File: config.mk
export PLATFORM = sky130hd
export DESIGN_NAME = fslg_guard
export DESIGN_NICKNAME = d
export VERILOG_FILES = /design/src/core/fslg_pkg.sv /design/src/core/fslg_guard.sv
export SDC_FILE = /design/constraint.sdc
export NUM_CORES = 1
export LEC_CHECK = 0
export BUFFER_PORTS_ARGS = -buffer_cell sky130_fd_sc_hd__buf_4
export CORE_ASPECT_RATIO = 1.25
export CORE_MARGIN = 8
export CORE_UTILIZATION = 50
export CTS_CLUSTER_SIZE = 25
export DETAILED_ROUTE_END_ITERATION = 7
export PLACE_DENSITY = 0.85
export SLEW_MARGIN = 5
export SYNTH_ARGS = -nofsm -noshare
export SYNTH_HDL_FRONTEND = slang
export SYNTH_SLANG_ARGS = --single-unit
File: constraint.sdc
create_clock -name core_clk -period 4 [get_ports core_clk]
set_input_delay 0.2 -clock core_clk [delete_from_list [all_inputs] [get_ports core_clk]]
set_output_delay 0.2 -clock core_clk [all_outputs]
set_load 0.1 [all_outputs]
File: src/core/fslg_pkg.sv
// Package for the flash security lock guard: map constants, codes and carriers.
// Assumes a 32 kB flash with 512-byte pages and the lock byte at the top of user space.
package fslg_pkg;

    localparam int          ADDR_W         = 15;
    localparam int          PAGE_BITS      = 9;
    localparam int          PAGE_W         = ADDR_W - PAGE_BITS;
    localparam logic [14:0] LOCK_BYTE_ADDR = 15'h7DFF;
    localparam logic [14:0] RESERVED_BASE  = 15'h7E00;
    localparam logic [5:0]  LOCK_PAGE      = 6'h3E;
    localparam logic [7:0]  KEY_FIRST      = 8'hA5;
    localparam logic [7:0]  KEY_SECOND     = 8'hF1;
    localparam logic [7:0]  ERASED_BYTE    = 8'hFF;

    // Register offsets on the plain register port.
    localparam logic [3:0]  REG_CTRL       = 4'h0;
    localparam logic [3:0]  REG_KEY        = 4'h1;
    localparam logic [3:0]  REG_RESET_SOURCE_REGISTER     = 4'h2;
    localparam logic [3:0]  REG_STATUS     = 4'h3;

    // Field positions.
    localparam int          CTRL_WE_BIT    = 0;
    localparam int          CTRL_EE_BIT    = 1;
    localparam int          RST_POR_BIT    = 1;
    localparam int          RST_FERR_BIT   = 6;

    localparam logic [1:0]  CTRL_RESET     = 2'h0;

    typedef enum logic [1:0] {
        FSLG_OP_READ,
        FSLG_OP_WRITE,
        FSLG_OP_ERASE
    } fslg_op_t;

    typedef enum logic [1:0] {
        FSLG_ALLOW,
        FSLG_IGNORE,
        FSLG_RESET
    } fslg_verdict_t;

    // Request from the CPU core or the debug port.
    typedef struct packed {
        logic               valid;
        logic               fromDebug;
        fslg_op_t           op;
        logic [ADDR_W-1:0]  addr;
        logic [7:0]         data;
    } fslg_req_t;

    // Request passed on to the flash array.
    typedef struct packed {
        logic               valid;
        fslg_op_t           op;
        logic [ADDR_W-1:0]  addr;
        logic [7:0]         data;
    } fslg_flash_t;

endpackage

File: src/core/fslg_guard.sv
// Flash security lock guard: judges each flash read, write and erase.
// Assumes the core stalls during flash work and holds a request for one cycle only.
//
// The implementer's own choices: the strobed register port and the register offsets.
`timescale 1ns/10ps

module fslg_guard
    import fslg_pkg::*;
(
    // Clock and reset.
    input  wire logic               core_clk,
    input  wire logic               rst_n,
    // Register port.
    input  wire logic [3:0]         regAddr,
    input  wire logic [7:0]         regWdata,
    input  wire logic               regWr,
    input  wire logic               regRd,
    output logic [7:0]              regRdata,
    // Requests and current fetch address.
    input  wire fslg_req_t          req,
    input  wire logic               xmoveRead,
    input  wire logic [ADDR_W-1:0]  fetchAddr,
    input  wire logic               debugFullErase,
    // Supply monitor state.
    input  wire logic               supplyMonOn,
    input  wire logic               supplyMonResetEn,
    // Lock byte as stored in the flash array.
    input  wire logic [7:0]         flashLockByte,
    // Flash side.
    output fslg_flash_t             flashReq,
    output logic                    xramRead,
    output logic                    flashErrorReset,
    output logic                    flashBusy,
    output logic                    irqHold,
    input  wire logic               flashDone
);

    logic [1:0]        ctrl_q;
    logic              keyFirst_q;
    logic              keyArmed_q;
    logic              keyDead_q;
    logic [7:0]        reset_source_register_q;
    logic              ferrPending_q;
    logic [PAGE_W-1:0] lockCount_q;
    logic              anyLocked_q;
    logic              loaded_q;
    logic              busy_q;
    logic [7:0]        regRdata_q;
    fslg_flash_t       flashReq_q;
    logic              errRst_q;

    fslg_verdict_t     verdict;
    logic              isModify;
    logic              isErase;

    function automatic logic pageLocked(input logic [ADDR_W-1:0] a,
                                        input logic [PAGE_W-1:0] cnt);
        pageLocked = (a[ADDR_W-1:PAGE_BITS] < cnt);
    endfunction

    // lock byte load
    // The boundary is taken once after reset, so a firmware rewrite acts only next time.
    always_ff @(posedge core_clk) begin
        if (!rst_n) begin
            lockCount_q <= '0;
            anyLocked_q <= 1'b0;
            loaded_q    <= 1'b0;
        end else if (!loaded_q) begin
            lockCount_q <= PAGE_W'(~flashLockByte);
            anyLocked_q <= (flashLockByte != ERASED_BYTE);
            loaded_q    <= 1'b1;
        end
    end

    assign isModify = (req.op != FSLG_OP_READ);

    // A firmware write with erase enable set wipes a page, so it is judged as an erase.
    assign isErase  = (req.op == FSLG_OP_ERASE)
                      || (req.op == FSLG_OP_WRITE && ctrl_q[CTRL_EE_BIT] && !req.fromDebug);

    always_comb begin
        logic onLockPage;
        logic tgtLocked;
        logic runLocked;
        logic reserved;
        logic isLockByte;
        onLockPage = (req.addr[ADDR_W-1:PAGE_BITS] == LOCK_PAGE);
        tgtLocked  = pageLocked(req.addr, lockCount_q);
        runLocked  = pageLocked(fetchAddr, lockCount_q);
        reserved   = (req.addr >= RESERVED_BASE);
        isLockByte = (req.addr == LOCK_BYTE_ADDR);
        verdict    = FSLG_ALLOW;
        if (!req.valid || !loaded_q) begin
            verdict = FSLG_IGNORE;
        end else if (req.fromDebug) begin
            if (reserved) begin
                verdict = FSLG_IGNORE;
            end else if (isLockByte && req.op == FSLG_OP_WRITE) begin
                verdict = FSLG_IGNORE;
            end else if (onLockPage && anyLocked_q) begin
                verdict = FSLG_IGNORE;
            end else if (tgtLocked) begin
                verdict = FSLG_IGNORE;
            end
        end else begin
            if (reserved) begin
                verdict = FSLG_RESET;
            end else if (isModify && !(supplyMonOn && supplyMonResetEn)) begin
                verdict = FSLG_RESET;
            end else if (onLockPage && isErase) begin
                verdict = FSLG_RESET;
            end else if (isLockByte && req.op == FSLG_OP_WRITE && anyLocked_q) begin
                verdict = FSLG_RESET;
            end else if ((tgtLocked || (onLockPage && anyLocked_q)) && !runLocked) begin
                verdict = FSLG_RESET;
            end else if (isModify && (!ctrl_q[CTRL_WE_BIT] || !keyArmed_q)) begin
                verdict = FSLG_IGNORE;
            end else if (req.op == FSLG_OP_ERASE && !ctrl_q[CTRL_EE_BIT]) begin
                verdict = FSLG_IGNORE;
            end
        end
    end

    // Control bits and key sequence.
    always_ff @(posedge core_clk) begin
        if (!rst_n) begin
            ctrl_q     <= CTRL_RESET;
            keyFirst_q <= 1'b0;
            keyArmed_q <= 1'b0;
            keyDead_q  <= 1'b0;
        end else begin
            if (regWr && regAddr == REG_CTRL) begin
                ctrl_q <= regWdata[1:0];
            end
            if (req.valid && !req.fromDebug && isModify) begin
                keyArmed_q <= 1'b0;
                keyFirst_q <= 1'b0;
                if (!keyArmed_q) begin
                    keyDead_q <= 1'b1;
                end
            end else if (regWr && regAddr == REG_KEY && !keyDead_q) begin
                if (!keyFirst_q && regWdata == KEY_FIRST) begin
                    keyFirst_q <= 1'b1;
                end else if (keyFirst_q && regWdata == KEY_SECOND) begin
                    keyFirst_q <= 1'b0;
                    keyArmed_q <= 1'b1;
                end else begin
                    keyDead_q  <= 1'b1;
                    keyFirst_q <= 1'b0;
                end
            end
        end
    end

    // flash error flag
    // The flag lives through the flash-error reset; only a power-on clear is outside.
    always_ff @(posedge core_clk) begin
        if (!rst_n) begin
            reset_source_register_q      <= {1'b0, ferrPending_q, 6'h00};
        end else if (regWr && regAddr == REG_RESET_SOURCE_REGISTER) begin
            reset_source_register_q      <= regWdata & ~(8'h01 << RST_FERR_BIT);
        end
    end

    // The pending marker is not reset by rst_n, so it carries the cause across.
    // It drops only at the first edge after release, once the reset has taken it.
    always_ff @(posedge core_clk) begin
        if (verdict == FSLG_RESET) begin
            ferrPending_q <= 1'b1;
        end else if (rst_n && !loaded_q) begin
            ferrPending_q <= 1'b0;
        end
    end

    // Flash-side request and error reset.
    always_ff @(posedge core_clk) begin
        if (!rst_n) begin
            flashReq_q <= '0;
            errRst_q   <= 1'b0;
            busy_q     <= 1'b0;
        end else begin
            flashReq_q.valid <= (verdict == FSLG_ALLOW);
            flashReq_q.op    <= isErase ? FSLG_OP_ERASE : req.op;
            flashReq_q.addr  <= req.addr;
            flashReq_q.data  <= req.data;
            errRst_q         <= (verdict == FSLG_RESET);
            if (verdict == FSLG_ALLOW && isModify) begin
                busy_q <= 1'b1;
            end else if (flashDone) begin
                busy_q <= 1'b0;
            end
        end
    end

    // Debug full erase wipes the array; the guard itself needs nothing more.
    always_ff @(posedge core_clk) begin
        if (!rst_n) begin
            regRdata_q <= 8'h00;
        end else if (regRd) begin
            case (regAddr)
                REG_CTRL:   regRdata_q <= {6'h00, ctrl_q};
                REG_KEY:    regRdata_q <= {6'h00, keyDead_q, keyArmed_q};
                REG_RESET_SOURCE_REGISTER: regRdata_q <= reset_source_register_q;
                REG_STATUS: regRdata_q <= {anyLocked_q, busy_q, lockCount_q};
                default:    regRdata_q <= 8'h00;
            endcase
        end else begin
            regRdata_q <= 8'h00;
        end
    end

    assign xramRead        = xmoveRead;
    assign flashReq        = flashReq_q;
    assign flashErrorReset = errRst_q;
    assign flashBusy       = busy_q;
    assign irqHold         = busy_q;
    assign regRdata        = regRdata_q;

    a_debug_no_reset: assert property (@(posedge core_clk) disable iff (!rst_n)
        req.valid && req.fromDebug |=> !flashErrorReset)
        else $error("debug access caused reset");

    a_no_we_no_mod: assert property (@(posedge core_clk) disable iff (!rst_n)
        req.valid && !req.fromDebug && isModify && !ctrl_q[CTRL_WE_BIT]
        |=> !(flashReq.valid))
        else $error("modify without write enable");

    a_reserved_fw: assert property (@(posedge core_clk) disable iff (!rst_n)
        req.valid && !req.fromDebug && loaded_q && req.addr >= RESERVED_BASE
        |=> flashErrorReset)
        else $error("reserved firmware access not reset");

    a_lockpage_erase: assert property (@(posedge core_clk) disable iff (!rst_n)
        req.valid && !req.fromDebug && loaded_q && isErase
        && req.addr[ADDR_W-1:PAGE_BITS] == LOCK_PAGE |=> flashErrorReset)
        else $error("lock page erase not reset");

    a_supply_mon: assert property (@(posedge core_clk) disable iff (!rst_n)
        req.valid && !req.fromDebug && loaded_q && isModify && !supplyMonOn
        |=> flashErrorReset)
        else $error("modify without supply monitor");

    a_debug_locked: assert property (@(posedge core_clk) disable iff (!rst_n)
        req.valid && req.fromDebug && pageLocked(req.addr, lockCount_q)
        |=> !flashReq.valid)
        else $error("debug reached locked page");

    a_boundary_fixed: assert property (@(posedge core_clk) disable iff (!rst_n)
        loaded_q |=> $stable(lockCount_q))
        else $error("lock boundary moved");

    a_external_ram_read: assert property (@(posedge core_clk) disable iff (!rst_n)
        xmoveRead |-> xramRead)
        else $error("external-move read not steered");

    a_erase_enables: assert property (@(posedge core_clk) disable iff (!rst_n)
        req.valid && !req.fromDebug && req.op == FSLG_OP_ERASE
        && !ctrl_q[CTRL_EE_BIT] |=> !flashReq.valid)
        else $error("erase without erase enable");

    a_fw_locked_reset: assert property (@(posedge core_clk) disable iff (!rst_n)
        req.valid && !req.fromDebug && loaded_q && pageLocked(req.addr, lockCount_q)
        && !pageLocked(fetchAddr, lockCount_q) |=> flashErrorReset)
        else $error("locked page reached from unlocked code");

    a_lockbyte_change: assert property (@(posedge core_clk) disable iff (!rst_n)
        req.valid && !req.fromDebug && loaded_q && req.addr == LOCK_BYTE_ADDR
        && req.op == FSLG_OP_WRITE && anyLocked_q |=> flashErrorReset)
        else $error("lock byte change not reset");

    a_debug_lockbyte: assert property (@(posedge core_clk) disable iff (!rst_n)
        req.valid && req.fromDebug && req.addr == LOCK_BYTE_ADDR
        && req.op == FSLG_OP_WRITE |=> !flashReq.valid)
        else $error("debug changed lock byte");

    a_busy_hold: assert property (@(posedge core_clk) disable iff (!rst_n)
        flashReq.valid && flashReq.op != FSLG_OP_READ |-> flashBusy && irqHold)
        else $error("interrupts not held during modify");

    a_done_clears: assert property (@(posedge core_clk) disable iff (!rst_n)
        flashDone && !(verdict == FSLG_ALLOW && isModify) |=> !flashBusy)
        else $error("busy outlived done");

    a_debug_open: assert property (@(posedge core_clk) disable iff (!rst_n)
        req.valid && req.fromDebug && loaded_q && req.addr < RESERVED_BASE
        && req.addr[ADDR_W-1:PAGE_BITS] != LOCK_PAGE
        && !pageLocked(req.addr, lockCount_q) |=> flashReq.valid)
        else $error("debug refused on unlocked page");

    a_lock_load: assert property (@(posedge core_clk) disable iff (!rst_n)
        !loaded_q |=> loaded_q)
        else $error("lock byte not loaded");

    a_page_count: assert property (@(posedge core_clk) disable iff (!rst_n)
        !loaded_q |=> lockCount_q == PAGE_W'(~$past(flashLockByte)))
        else $error("lock count wrong");

    a_load_ignore: assert property (@(posedge core_clk) disable iff (!rst_n)
        !loaded_q |=> !flashReq.valid && !flashErrorReset)
        else $error("request served before load");

    a_key_needed: assert property (@(posedge core_clk) disable iff (!rst_n)
        req.valid && !req.fromDebug && isModify && !keyArmed_q |=> !flashReq.valid)
        else $error("modify without key codes");

    a_key_dead: assert property (@(posedge core_clk) disable iff (!rst_n)
        keyDead_q |=> keyDead_q)
        else $error("dead key revived without reset");

    a_ferr_flag: assert property (@(posedge core_clk)
        !rst_n && ferrPending_q |=> reset_source_register_q[RST_FERR_BIT])
        else $error("flash error flag lost in reset");

    a_dbg_lockpg_erase: assert property (@(posedge core_clk) disable iff (!rst_n)
        req.valid && req.fromDebug && req.op == FSLG_OP_ERASE && anyLocked_q
        && req.addr[ADDR_W-1:PAGE_BITS] == LOCK_PAGE |=> !flashReq.valid)
        else $error("debug erased locked lock page");

    a_reserved_dbg: assert property (@(posedge core_clk) disable iff (!rst_n)
        req.valid && req.fromDebug && req.addr >= RESERVED_BASE |=> !flashReq.valid)
        else $error("debug reached reserved area");

    a_no_lock_open: assert property (@(posedge core_clk) disable iff (!rst_n)
        req.valid && !req.fromDebug && loaded_q && !anyLocked_q && req.op == FSLG_OP_READ
        && req.addr[ADDR_W-1:PAGE_BITS] == LOCK_PAGE |=> flashReq.valid)
        else $error("open lock page refused");

    a_erase_by_write: assert property (@(posedge core_clk) disable iff (!rst_n)
        verdict == FSLG_ALLOW && !req.fromDebug && req.op == FSLG_OP_WRITE
        && ctrl_q[CTRL_EE_BIT] |=> flashReq.op == FSLG_OP_ERASE)
        else $error("erase-enabled write not an erase");

    a_mon_reset_en: assert property (@(posedge core_clk) disable iff (!rst_n)
        req.valid && !req.fromDebug && loaded_q && isModify && !supplyMonResetEn
        |=> flashErrorReset)
        else $error("modify without monitor reset source");

    a_erase_needs_we: assert property (@(posedge core_clk) disable iff (!rst_n)
        req.valid && !req.fromDebug && req.op == FSLG_OP_ERASE
        && !ctrl_q[CTRL_WE_BIT] |=> !flashReq.valid)
        else $error("erase without write enable");

endmodule

Yosys cells after proc, flatten, opt, wreduce, memory -nomap -nowiden
Index checks and enable logic that the tools add are counted.
W data, S select, Z words.

storage, ports and cells
  flip-flop bits (word level) = 58
  bits of input ports = 71
  output and inout port bits = 38
  word-level logic and storage cells = 110

cells by class
  $lt $le $gt $ge = 3
  eq/ne operators = 15
  multiplexer cells = 26
  bitwise logic cells = 3
  reduce and logical (&&, ||, !) cells = 45

operators by type and width
  operator                count
  $pmux W8 S4             1
  $logic_and A1 B1 Y1     21
  $eq A8 B8 Y1 const B    2
  $mux W2                 8
  $eq A15 B15 Y1 const B  1
  $ge A15 B15 Y1 const B  1
  $mux W1                 15
  $mux W7                 2
  $lt A6 B6 Y1            2
  $logic_not A1 Y1        10
  $eq A4 B2 Y1 const B    2
  $ne A8 B8 Y1 const B    1
  $eq A6 B6 Y1 const B    1
  $ne A2 B2 Y1 const B    3
  $not A6 Y6              1
  $reduce_bool A2 Y1      3
  $eq A2 B2 Y1 const B    2
  $eq A4 B1 Y1 const B    1
  $logic_not A4 Y1        1
  $logic_or A1 B1 Y1      4
  $reduce_and A4 Y1       1
  $reduce_or A2 Y1        2
  $reduce_and A3 Y1       1
  $eq A2 B1 Y1 const B    1
  other kinds (4)         5

Logic depth before layout (Yosys ltp)
Gate-level depths: netlist (run 1).

  depth after elaboration = 14
  mapped depth = 8
  mapped depth without buffers = 8

Worst setup path after synthesis (run 1)
No wires, ideal clock.

  path kind = reg2reg
  from = reg lockCount_q[4]
  to = reg busy_q (netlist: flashBusy)
  setup time = 0.096 ns
  arrival = 1.545 ns
  data required time = 3.904 ns
  setup slack = 2.360 ns
  stages on the path, launching flop included = 8
  path buffers = 0
  clock period less this slack = 1.640 ns
  cell sequence = dfxtp_1 inv_1 ha_1 a21o_1 a21o_1 o221ai_2 nand3_2 o41ai_2

between the ends
  word-level cells in the longest chain between the ends = 13
  elaborated cells on any way between the ends = 20
  those cells by class = 2 x order compare; 12 x mux; 6 x reduce/logical

ends and longest elaborated chain
  element                                                        RTL line           RTL
  start, declared                                                fslg_guard.sv:44   logic [PAGE_W-1:0] lockCount_q;
  start signal, assigned                                         fslg_guard.sv:69   lockCount_q <= PAGE_W'(~flashLockByte);
  $lt A6 B6 Y1                                                   fslg_guard.sv:58   pageLocked = (a[ADDR_W-1:PAGE_BITS] < cnt);
  $logic_or A1 B1 Y1 / $logic_not A1 Y1 (equally long branches)  fslg_guard.sv:114  end else if ((tgtLocked || (onLockPage && anyLocked_q)) && !runLocked) begin
  $logic_and A1 B1 Y1                                            fslg_guard.sv:114
  $mux W2                                                        fslg_guard.sv:114
  $mux W2                                                        fslg_guard.sv:112  end else if (isLockByte && req.op == FSLG_OP_WRITE && anyLocked_q) begin
  $mux W2                                                        fslg_guard.sv:110  end else if (onLockPage && isErase) begin
  $mux W2                                                        fslg_guard.sv:108  end else if (isModify && !(supplyMonOn && supplyMonResetEn)) begin
  $mux W2                                                        fslg_guard.sv:106  if (reserved) begin
  $mux W2 (*)                                                    fslg_guard.sv:95   end else if (req.fromDebug) begin
  $mux W2 (*)                                                    fslg_guard.sv:93   if (!req.valid || !loaded_q) begin
  $logic_not A2 Y1 (*)                                           fslg_guard.sv:187  if (verdict == FSLG_ALLOW && isModify) begin
  $logic_and A1 B1 Y1 (*)                                        fslg_guard.sv:187
  $mux W1 / $reduce_bool A2 Y1 (equally long branches)           --
  end signal, assigned                                           fslg_guard.sv:180  busy_q <= 1'b0;
  end signal, assigned                                           fslg_guard.sv:188  busy_q <= 1'b1;
  end signal, assigned                                           fslg_guard.sv:190  busy_q <= 1'b0;
  end, declared                                                  fslg_guard.sv:47   logic busy_q;

Every way passes the cells marked *; elsewhere a longest branch is shown, timed or not.
A chain may end at the register's enable or synchronous reset.

Final worst setup path (run 1)
Same ends and word-level chain as after synthesis.

==> metrics, run 1 <==
status complete, no violations; nature of the critical path endpoint register; DR pass1 iterations 4; Final ANT Viol Nets 0; Ant. Diodes 0; CP Max Fanout 3; Ys Warns 0; synth unique cells 44; row count 28; CTS tree done; Final setup viols 0; Highest Signal Layer met4; share of cells above drive strength 1 32.96%; Fin. Hold Viols 0; WP data required 4.24 ns; CP startpoint lockCount_q[4]$_SDFFE_PN0N_; All-Layer GR Usage 18.56%; TritonCTS Buffers 9; R2R Setup Slk 2.10 ns; total negative slack 0 ns; cells after synthesis 257; Rel. slew slack 60.46%; Port Buffers 96; first-pass GRT wire length 10.63 mm; most frequent cell after synthesis dfxtp_1; die area 7175 µm²; Min Clock Period, post-route 1.904 ns; Place WS 2.111 ns; DR iter-0 viols 88; area delta synth->final 37.83%; largest cells by area after synthesis dfxtp_1 (48%), and2_1 (5.8%), nor2_1 (5.6%); Hold Crit Start req[1]; synthesis-stage register bit count 58; largest net degree at the start of global routing 33; drt wl/cell 15.72 µm; Setup WS post-layout 2.096 ns; clock latency on the worst-skew pair 0.34 ns; Hold Path Class in2reg; H-tree level count 3; via/cell ratio 5.306; Post-synth top cells dfxtp_1 (57), nor2_1 (35), and2_1 (22), a21oi_1 (17), nand2_1 (15); Peak VDD IR 0.0002509 V; Slew @ Worst Pin 0.5854 ns; NumNets Final 433; final cell count without fillers 415; clk_skew 0.005939 ns; cts repair resizes 0; Worst Setup Start Kind register; Final Max Tran Viols 0; antenna violations before repair 0; initial core utilization 50.92%; post-synth top area cell dfxtp_1; MaxCap Viol Count 0; root buf cell clkbuf_8; Final HPWL DP 5.158 mm; hold_buf cts 0; unrepaired setup endpoints after global routing no; GPL Wtd Cong 0.8380; WHS 0.06855 ns; Filler cells 405; total vias in the final route 2202; vias in the first global route 2337; CP Class reg2reg; Tot Pwr 1.303 mW; Leak 1.436 nW; DRC viols 0; wire length on met2 3.297 mm; Seq/Total Area, Yosys 49.73%; met3 WL 474 µm; worst path arrival time 2.14 ns; syn avg cell area 9.162 µm²; clock sink count 58; period utilization 47.60%; GRT overflow 0; chip width 77.38 µm; Post-Syn Area 2355 µm²; DP Cell Count 401; r2r startpoint lockCount_q[4]$_SDFFE_PN0N_; main flop type after synthesis dfxtp_1; die boundary height 92.73 µm; Worst-path clk slew 0.06 ns; top cell type's share of synthesized area 48.46%; Metal-1 WL 2.437 mm; routed wire length 6.523 mm; worst-case clock buffer depth 2; PwrDens 401.4 nW/µm²; Post-CTS Setup Bufs 0; Mapped Nets 338; fmax 525.2 MHz; post-synthesis async set-or-reset flop share 0%; core area 4624 µm²; Post-synth EDFFs 1; I/O pin cnt 109
[state kept, by name, summed over array words and instances (netlist names)]
register                 cells
flashReq                    26
flashErrorReset              1
anyLocked_q                  1
keyFirst_q                   1
ctrl_q                       2
lockCount_q                  6
loaded_q                     1
keyDead_q                    1
flashBusy                    1
keyArmed_q                   1
reset_source_register_q      8
ferrPending_q                1
regRdata                     8
[stage by stage]
step	utilization [%]	instance area (µm²)
2_1_floorplan	-	2355
3_3_place_gp	66.94	3095
3_5_place_dp	66.94	3095
4_1_cts	70.18	3246
5_1_grt	70.18	3246
6_report	70.18	3246
[kinds of logic (layout without fill, tap and decap cells)]
| family | after synthesis | count (layout) | synth area share [%] |
|---|---|---|---|
| flip-flops | 58 | 58 | 49.73 |
| multiplexers | 5 | 5 | 2.179 |
| AO/OA/AOI/OAI | 47 | 47 | 13.66 |
| adder cells (fa/ha/maj) | 10 | 10 | 5.313 |
| buffers and inverters | 24 | 122 | 4.251 |
| AND/OR/NAND/NOR | 113 | 113 | 24.87 |
[per-layer routing]
layer	GRT usage, %	vias up
met5	0	-
met1	18.44	995
met2	31.67	102
met3	6.298	27
li1	-	1078
met4	13.56	0
[layout make-up]
| class | count | area, µm² | area share (%) |
|---|---|---|---|
| Inverter | 12 | 45.04 | 1.388 |
| Sequential cell | 58 | 1171 | 36.08 |
| Timing Repair Buffer | 96 | 720.7 | 22.21 |
| Multi-Input combinational cell | 175 | 1084 | 33.38 |
| Clock inverter | 4 | 22.52 | 0.6939 |
| Tap cell | 60 | 75.07 | 2.313 |
| Clock buffer | 10 | 127.6 | 3.932 |
[worst max-delay path, stage by stage (launching register included)]
cell and delay [ns]:
dfxtp_1 0.39, inv_1 0.09, ha_1 0.29, a21o_1 0.19
a21o_1 0.20, o221ai_2 0.18, nand3_2 0.13, o41ai_2 0.34
[cells in the final DEF (no fill, tap or decap), types with 4 or more instances in the layout]
cell type / instances
a21oi_1: 17
nor3_1: 4
nand2b_1: 4
and2_1: 22
nand2_1: 15
dfxtp_1: 57
nand3_1: 12
inv_1: 11
nand4_1: 5
ha_1: 10
a22oi_1: 6
mux2i_1: 4
nor2_1: 35
buf_4: 96
clkbuf_8: 9
[report_power, final]
part	leakage [nW]	total (mW)	internal, mW	switching [mW]
Combinational	0.879	0.267	0.0884	0.178
Clock	0.0778	0.420	0.214	0.207
Sequential	0.479	0.616	0.603	0.0130
Total	1.44	1.30	0.905	0.398
[final timing paths]
kind / to / depth (start not counted)
hold reg to reg: ferrPending_q$_SDFFE_PP1P_ / 1
setup / recovery: flashBusy$_SDFFE_PN0P_ / 7
hold / removal: flashReq[1]$_SDFF_PN0_ / 2
setup reg to reg: flashBusy$_SDFFE_PN0P_ / 7
(Power assumes the default switching activity.)
==> run 2, diff against run 1 <==
--- a/config.mk
+++ b/config.mk
@@ -8,10 +8,10 @@
 export BUFFER_PORTS_ARGS = -buffer_cell sky130_fd_sc_hd__buf_4
 export CORE_ASPECT_RATIO = 1.25
 export CORE_MARGIN = 8
-export CORE_UTILIZATION = 50
+export CORE_UTILIZATION = 42
 export CTS_CLUSTER_SIZE = 25
 export DETAILED_ROUTE_END_ITERATION = 7
-export PLACE_DENSITY = 0.85
+export PLACE_DENSITY = 0.76
 export SLEW_MARGIN = 5
 export SYNTH_ARGS = -nofsm -noshare
 export SYNTH_HDL_FRONTEND = slang
==> constraint.sdc (replaced) <==
create_clock -name core_clk -period 1.55 [get_ports core_clk]
set_input_delay 0.0775 -clock core_clk [delete_from_list [all_inputs] [get_ports core_clk]]
set_output_delay 0.0775 -clock core_clk [all_outputs]
set_load 0.1 [all_outputs]
==> run 2 against run 1 <==
The flow now finishes with violations (setup timing); largest cell class unchanged; worst setup slack worse by 2.2 ns; global-route usage is 1.2 points lower; non-clock buffer count is 39 higher; clock skew barely moved; hold slack got worse by 0.047 ns; total power grew to 2.8 times the previous value; wire length up 9.9%; first-iteration DRC count is 24% higher; critical path depth unchanged; via count is 5.8% higher.
==> metrics, run 2 (synthesis results as in run 1) <==
worst-case clock buffer depth 2 (unchanged); Sequential Power Share 42.7% (was 47.3%); worst path arrival time 1.89 ns (was 2.14 ns); die boundary height 99.72 µm (was 92.73 µm); Fin. Hold Viols 0 (unchanged); routed wire length 7.170 mm (was 6.523 mm); CTS tree done (unchanged); GRT overflow 0 (unchanged); Hold Crit Start regWdata[2] (was req[1]); fmax 599.9 MHz (was 525.2 MHz); Peak VDD IR 0.0005488 V (was 0.0002509 V); total vias in the final route 2330 (was 2202); unrepaired setup endpoints after global routing yes (was no); Final Max Tran Viols 0 (unchanged); Hold Path Class in2reg (unchanged); Metal-1 WL 2.865 mm (was 2.437 mm); Rel. slew slack 68.27% (was 60.46%); clock sink count 58 (unchanged); clk_skew 0.006285 ns (was 0.005939 ns); Clk pwr share 35.4% (was 32.3%); TritonCTS Buffers 9 (unchanged); Filler cells 429 (was 405); row count 30 (was 28); initial core utilization 43.56% (was 50.92%); H-tree level count 3 (unchanged); r2r startpoint lockCount_q[4]$_SDFFE_PN0N_ (unchanged); met3 WL 360 µm (was 474 µm); Leak 1.635 nW (was 1.436 nW); status complete, but fails checks (was complete, no violations); vias in the first global route 2467 (was 2337); period utilization 107.5% (was 47.60%); P_sw 1.095 mW (was 0.3980 mW); Tot Pwr 3.707 mW (was 1.303 mW); dpl cell area 3204 µm² (was 3095 µm²); WHS 0.02173 ns (was 0.06855 ns); chip width 82.97 µm (was 77.38 µm); clock latency on the worst-skew pair 0.34 ns (about the same); All-Layer GR Usage 17.38% (was 18.56%); Final setup viols 2 (was 0); NumNets Final 472 (was 433); drt wl/cell 15.62 µm (was 15.72 µm); combinational power share 21.9% (was 20.5%); DRC viols 0 (unchanged); failing checks setup timing; root buf cell clkbuf_8 (unchanged); DR iter-0 viols 109 (was 88); Final HPWL DP 5.184 mm (was 5.158 mm); MaxCap Viol Count 0 (unchanged); Pint 2.612 mW (was 0.9049 mW); switching fraction of total power 29.54% (was 30.55%); Port Buffers 96 (unchanged); Worst-path clk slew 0.06 ns (about the same); Setup WS post-layout -0.1168 ns (was 2.096 ns); commonest non-fill, non-tap cell in the layout buf_4 (unchanged); Slew @ Worst Pin 0.4698 ns (was 0.5854 ns); antenna violations before repair 0 (unchanged); GPL Wtd Cong 0.8415 (was 0.8380); PwrDens 993.0 nW/µm² (was 401.4 nW/µm²); area delta synth->final 58.55% (was 37.83%); DR pass1 iterations 4 (unchanged); most frequent cells in the layout buf_4 (109), dfxtp_1 (52), nor2_1 (34), dlygate4sd3_1 (26), and2_1 (22) (was buf_4 (96), dfxtp_1 (57), nor2_1 (35), and2_1 (22), a21oi_1 (17)); Highest Signal Layer met4 (unchanged); Ant. Diodes 0 (unchanged); Worst Setup Start Kind register (unchanged); via/cell ratio 5.076 (was 5.306); wire length on met2 3.752 mm (was 3.297 mm); die area 8273 µm² (was 7175 µm²); max FFs per register 26 (unchanged); share of cells above drive strength 1 38.48% (was 32.96%); CP Class reg2reg (unchanged); Final Cell Area 3734 µm² (was 3246 µm²); first-pass GRT wire length 11.60 mm (was 10.63 mm); R2R Setup Slk -0.12 ns (was 2.10 ns); WP data required 1.78 ns (was 4.24 ns); core area 5405 µm² (was 4624 µm²); CP startpoint lockCount_q[4]$_SDFFE_PN0N_ (unchanged); largest net degree at the start of global routing 33 (unchanged); Final ANT Viol Nets 0 (unchanged); Min Clock Period, post-route 1.667 ns (was 1.904 ns); CP Max Fanout 3 (unchanged); nature of the critical path endpoint register (unchanged); I/O pin cnt 109 (unchanged)
run 2: cell count changes in the layout (fill, tap and decap cells not counted), sizes merged:
cell / change
clkinv: -3
clkbuf: +4
buf: +13
dlygate4sd3: +26
run 2: layout make-up:
cell class | instances | area (µm²) | area share, %
Clock inverter | 1 | 7.507 | 0.2011
Multi-Input combinational cell | 175 | 1162 | 31.13
Timing Repair Buffer | 135 | 1079 | 28.89
Inverter | 12 | 45.04 | 1.206
Tap cell | 64 | 80.08 | 2.145
Sequential cell | 58 | 1177 | 31.53
Clock buffer | 14 | 182.7 | 4.893
run 2: power groups by stage:
stage,clock (mW),combinational (mW),sequential [mW]
2_1_floorplan,0,0.194,1.89
3_3_place_gp,0,0.710,1.61
3_5_place_dp,0,0.720,1.61
4_1_cts,1.35,0.793,1.58
5_1_grt,1.42,0.860,1.59
6_report,1.31,0.813,1.58
run 2: routing by layer:
layer | up-vias | GRT usage, %
met3 | 12 | 4.906
li1 | 1157 | -
met5 | - | 0
met1 | 1088 | 17.13
met2 | 73 | 31.12
met4 | 0 | 11.38
run 2: worst paths after layout:
path | endpoint | depth (start not counted)
setup / recovery | flashBusy$_SDFFE_PN0P_ | 7
hold / removal | reset_source_register_q[2]$_SDFFE_PN0P_ | 3
setup reg to reg | flashBusy$_SDFFE_PN0P_ | 7
hold reg to reg | reset_source_register_q[7]$_SDFFE_PN0P_ | 2
run 2: stage by stage:
step	std cells	setup WS [ns]	TNS, ns	utilization (%)
2_1_floorplan	257	0.01027	0	-
3_3_place_gp	417	-0.04726	-0.09069	59.28
3_5_place_dp	417	-0.1479	-0.3677	59.28
4_1_cts	459	-0.07640	-0.1678	68.29
5_1_grt	459	-0.1645	-0.3285	69.07
6_report	459	-0.1168	-0.1349	69.07
run 2: worst max-delay path, stage by stage (launching register included):
cell,delay [ns]
dfxtp_2,0.33
inv_2,0.05
ha_4,0.23
a21o_1,0.16
a21o_1,0.17
o221ai_2,0.20
nand3_2,0.16
o41ai_2,0.25
run 2: what timing repair did:
item / in CTS / in global routing
endpoints found under the setup margin: 4 / 4
buffers inserted: 1 / 0
gates resized for setup: 9 / 12
pin swaps: 8 / 1
hold buffers: 26 / 0
hold endpoints to repair: 26 / 0
==> run 3, diff against run 2 <==
--- a/config.mk
+++ b/config.mk
@@ -6,9 +6,10 @@
 export NUM_CORES = 1
 export LEC_CHECK = 0
 export BUFFER_PORTS_ARGS = -buffer_cell sky130_fd_sc_hd__buf_4
+export CAP_MARGIN = 20
 export CORE_ASPECT_RATIO = 1.25
-export CORE_MARGIN = 8
 export CORE_UTILIZATION = 42
+export CTS_CLUSTER_DIAMETER = 150
 export CTS_CLUSTER_SIZE = 25
 export DETAILED_ROUTE_END_ITERATION = 7
 export PLACE_DENSITY = 0.76
==> run 3 against run 2 <==
The run still ends with setup timing left; via count decreased by 1.2%; worst setup slack better by 0.027 ns; sequential power about the same; non-clock buffer count down 3; final cell count fell by 0.44%; sequential share of layout area down 0.14 points; clock skew is 0.0058 ns higher; register-to-register slack gained 0.03 ns; die area is 29% lower; design area is 0.34% higher; largest cell class unchanged.
==> metrics, run 3 (synthesis results as in run 1) <==
Pint 2.928 mW (was 2.612 mW); max FFs per register 26 (unchanged); Ant. Diodes 0 (unchanged); H-tree level count 3 (unchanged); Tot Pwr 4.037 mW (was 3.707 mW); CTS tree done (unchanged); largest net degree at the start of global routing 33 (unchanged); clk_skew 0.01204 ns (was 0.006285 ns); PwrDens 1078 nW/µm² (was 993.0 nW/µm²); P_sw 1.109 mW (was 1.095 mW); area delta synth->final 59.09% (was 58.55%); row count 30 (unchanged); total negative slack -0.1401 ns (was -0.1349 ns); GRT overflow 0 (unchanged); CP Max Fanout 2 (was 3); antenna violations before repair 0 (unchanged); die boundary height 85.72 µm (was 99.72 µm); Final HPWL DP 4.360 mm (was 5.184 mm); first-pass GRT wire length 9.639 mm (was 11.60 mm); die area 5912 µm² (was 8273 µm²); Final Max Tran Viols 0 (unchanged); utilization after layout 69.31% (was 69.07%); nature of the critical path endpoint register (unchanged); Slew @ Worst Pin 0.4401 ns (was 0.4698 ns); DP Cell Count 416 (was 417); DRC viols 0 (unchanged); Rel. slew slack 70.19% (was 68.27%); most frequent cells in the layout buf_4 (109), dfxtp_1 (53), nor2_1 (35), dlygate4sd3_1 (23), and2_1 (22) (was buf_4 (109), dfxtp_1 (52), nor2_1 (34), dlygate4sd3_1 (26), and2_1 (22)); initial core utilization 43.56% (unchanged); worst-case clock buffer depth 2 (unchanged); routed wire length 6.259 mm (was 7.170 mm); dpl cell area 3197 µm² (was 3204 µm²); MaxCap Viol Count 0 (unchanged); combinational power share 19.9% (was 21.9%); final cell count without fillers 457 (was 459); failing checks setup timing (unchanged); CP Class reg2reg (unchanged); vias in the first global route 2193 (was 2467); chip width 68.97 µm (was 82.97 µm); All-Layer GR Usage 22.43% (was 17.38%); root buf cell clkbuf_8 (unchanged); NumNets Final 469 (was 472); DR pass1 iterations 4 (unchanged); Place WS -0.1115 ns (was -0.1479 ns); share of cells above drive strength 1 36.90% (was 38.48%); Setup WS post-layout -0.09005 ns (was -0.1168 ns); worst path arrival time 1.87 ns (was 1.89 ns); TritonCTS Buffers 9 (unchanged); Clk pwr share 41.0% (was 35.4%); Hold Path Class in2reg (unchanged); switching fraction of total power 27.47% (was 29.54%); Worst-path clk slew 0.07 ns (was 0.06 ns); Final ANT Viol Nets 0 (unchanged); WHS 0.01299 ns (was 0.02173 ns); Final setup viols 4 (was 2); fmax 609.7 MHz (was 599.9 MHz); WP data required 1.78 ns (about the same); clock latency on the worst-skew pair 0.33 ns (was 0.34 ns); Min Clock Period, post-route 1.640 ns (was 1.667 ns); DR iter-0 viols 92 (was 109); clock sink count 58 (unchanged); Final Cell Area 3746 µm² (was 3734 µm²); Fin. Hold Viols 0 (unchanged); core area 5405 µm² (unchanged); via/cell ratio 5.037 (was 5.076); period utilization 105.8% (was 107.5%); GPL Wtd Cong 0.8319 (was 0.8415); unrepaired setup endpoints after global routing yes (unchanged); I/O pin cnt 109 (unchanged); commonest non-fill, non-tap cell in the layout buf_4 (unchanged); drt wl/cell 13.70 µm (was 15.62 µm); status complete, but fails checks (unchanged); Peak VDD IR 0.0006346 V (was 0.0005488 V); Worst Setup Start Kind register (unchanged); Filler cells 418 (was 429); Sequential Power Share 39.1% (was 42.7%); Leak 1.655 nW (was 1.635 nW); total vias in the final route 2302 (was 2330); Port Buffers 96 (unchanged)
[run 3: changes by cell type in the layout (fill, tap and decap cells not counted), moves of 2 or more]
cell,previous run,this run
a21oi_1,15,17
a21oi_2,2,0
bufinv_16,0,3
clkbuf_8,13,9
dlygate4sd3_1,26,23
inv_1,7,9
inv_2,4,1
[run 3: power groups by stage]
stage / logic [mW] / clock network, mW / registers, mW
floorplan: 0.194 / 0 / 1.89
global placement: 0.707 / 0 / 1.61
finish: 0.802 / 1.65 / 1.58
detailed placement: 0.715 / 0 / 1.61
CTS: 0.777 / 1.68 / 1.58
global route: 0.853 / 1.77 / 1.59
[run 3: area by class of cell]
type                       instances  area, µm²  area share (%)
inverter                          12      47.55           1.269
timing repair buffer             132       1049           27.99
sequential                        58       1176           31.40
clock buffer                      11      131.4           3.507
tap                               64      80.08           2.138
multi-input combinational        175       1160           30.96
clock inverter                     5      102.6           2.739
[run 3: worst max-delay path, stage by stage, from the launching register on]
cell and delay (ns):
dfxtp_2 0.33, inv_2 0.05, ha_4 0.27, o21ai_2 0.05, nand2b_1 0.11, o41ai_4 0.10
buf_4 0.14, nor2_1 0.08, nor2_1 0.08, o41ai_2 0.31
[run 3: worst paths after layout]
check / start / end / slack (ns) / depth (start not counted)
setup / recovery: lockCount_q[5]$_SDFFE_PN0N_ / flashBusy$_SDFFE_PN0P_ / -0.09 / 9
hold / removal: regWdata[7] / reset_source_register_q[7]$_SDFFE_PN0P_ / 0.01 / 3
setup reg to reg: lockCount_q[5]$_SDFFE_PN0N_ / flashBusy$_SDFFE_PN0P_ / -0.09 / 9
hold reg to reg: reset_source_register_q[0]$_SDFFE_PN0P_ / reset_source_register_q[0]$_SDFFE_PN0P_ / 0.46 / 2
[run 3: what timing repair did]
action / 4_1_cts / 5_1_grt
buffers inserted: 0 / 2
pin swaps: 5 / 2
hold endpoints to repair: 23 / 0
resized for setup: 8 / 7
cloned: 0 / 0
setup endpoints to repair: 4 / 4
hold buffers: 23 / 0
[run 3: routing by layer]
layer	share of wire, %	vias to the layer above	track usage [%]	wire (µm)
met4	2.7	0	14.10	171
met5	0	-	0	0
li1	-	1151	-	-
met3	5.4	15	6.516	335
met1	40	1060	23.93	2493
met2	52	76	37.42	3259
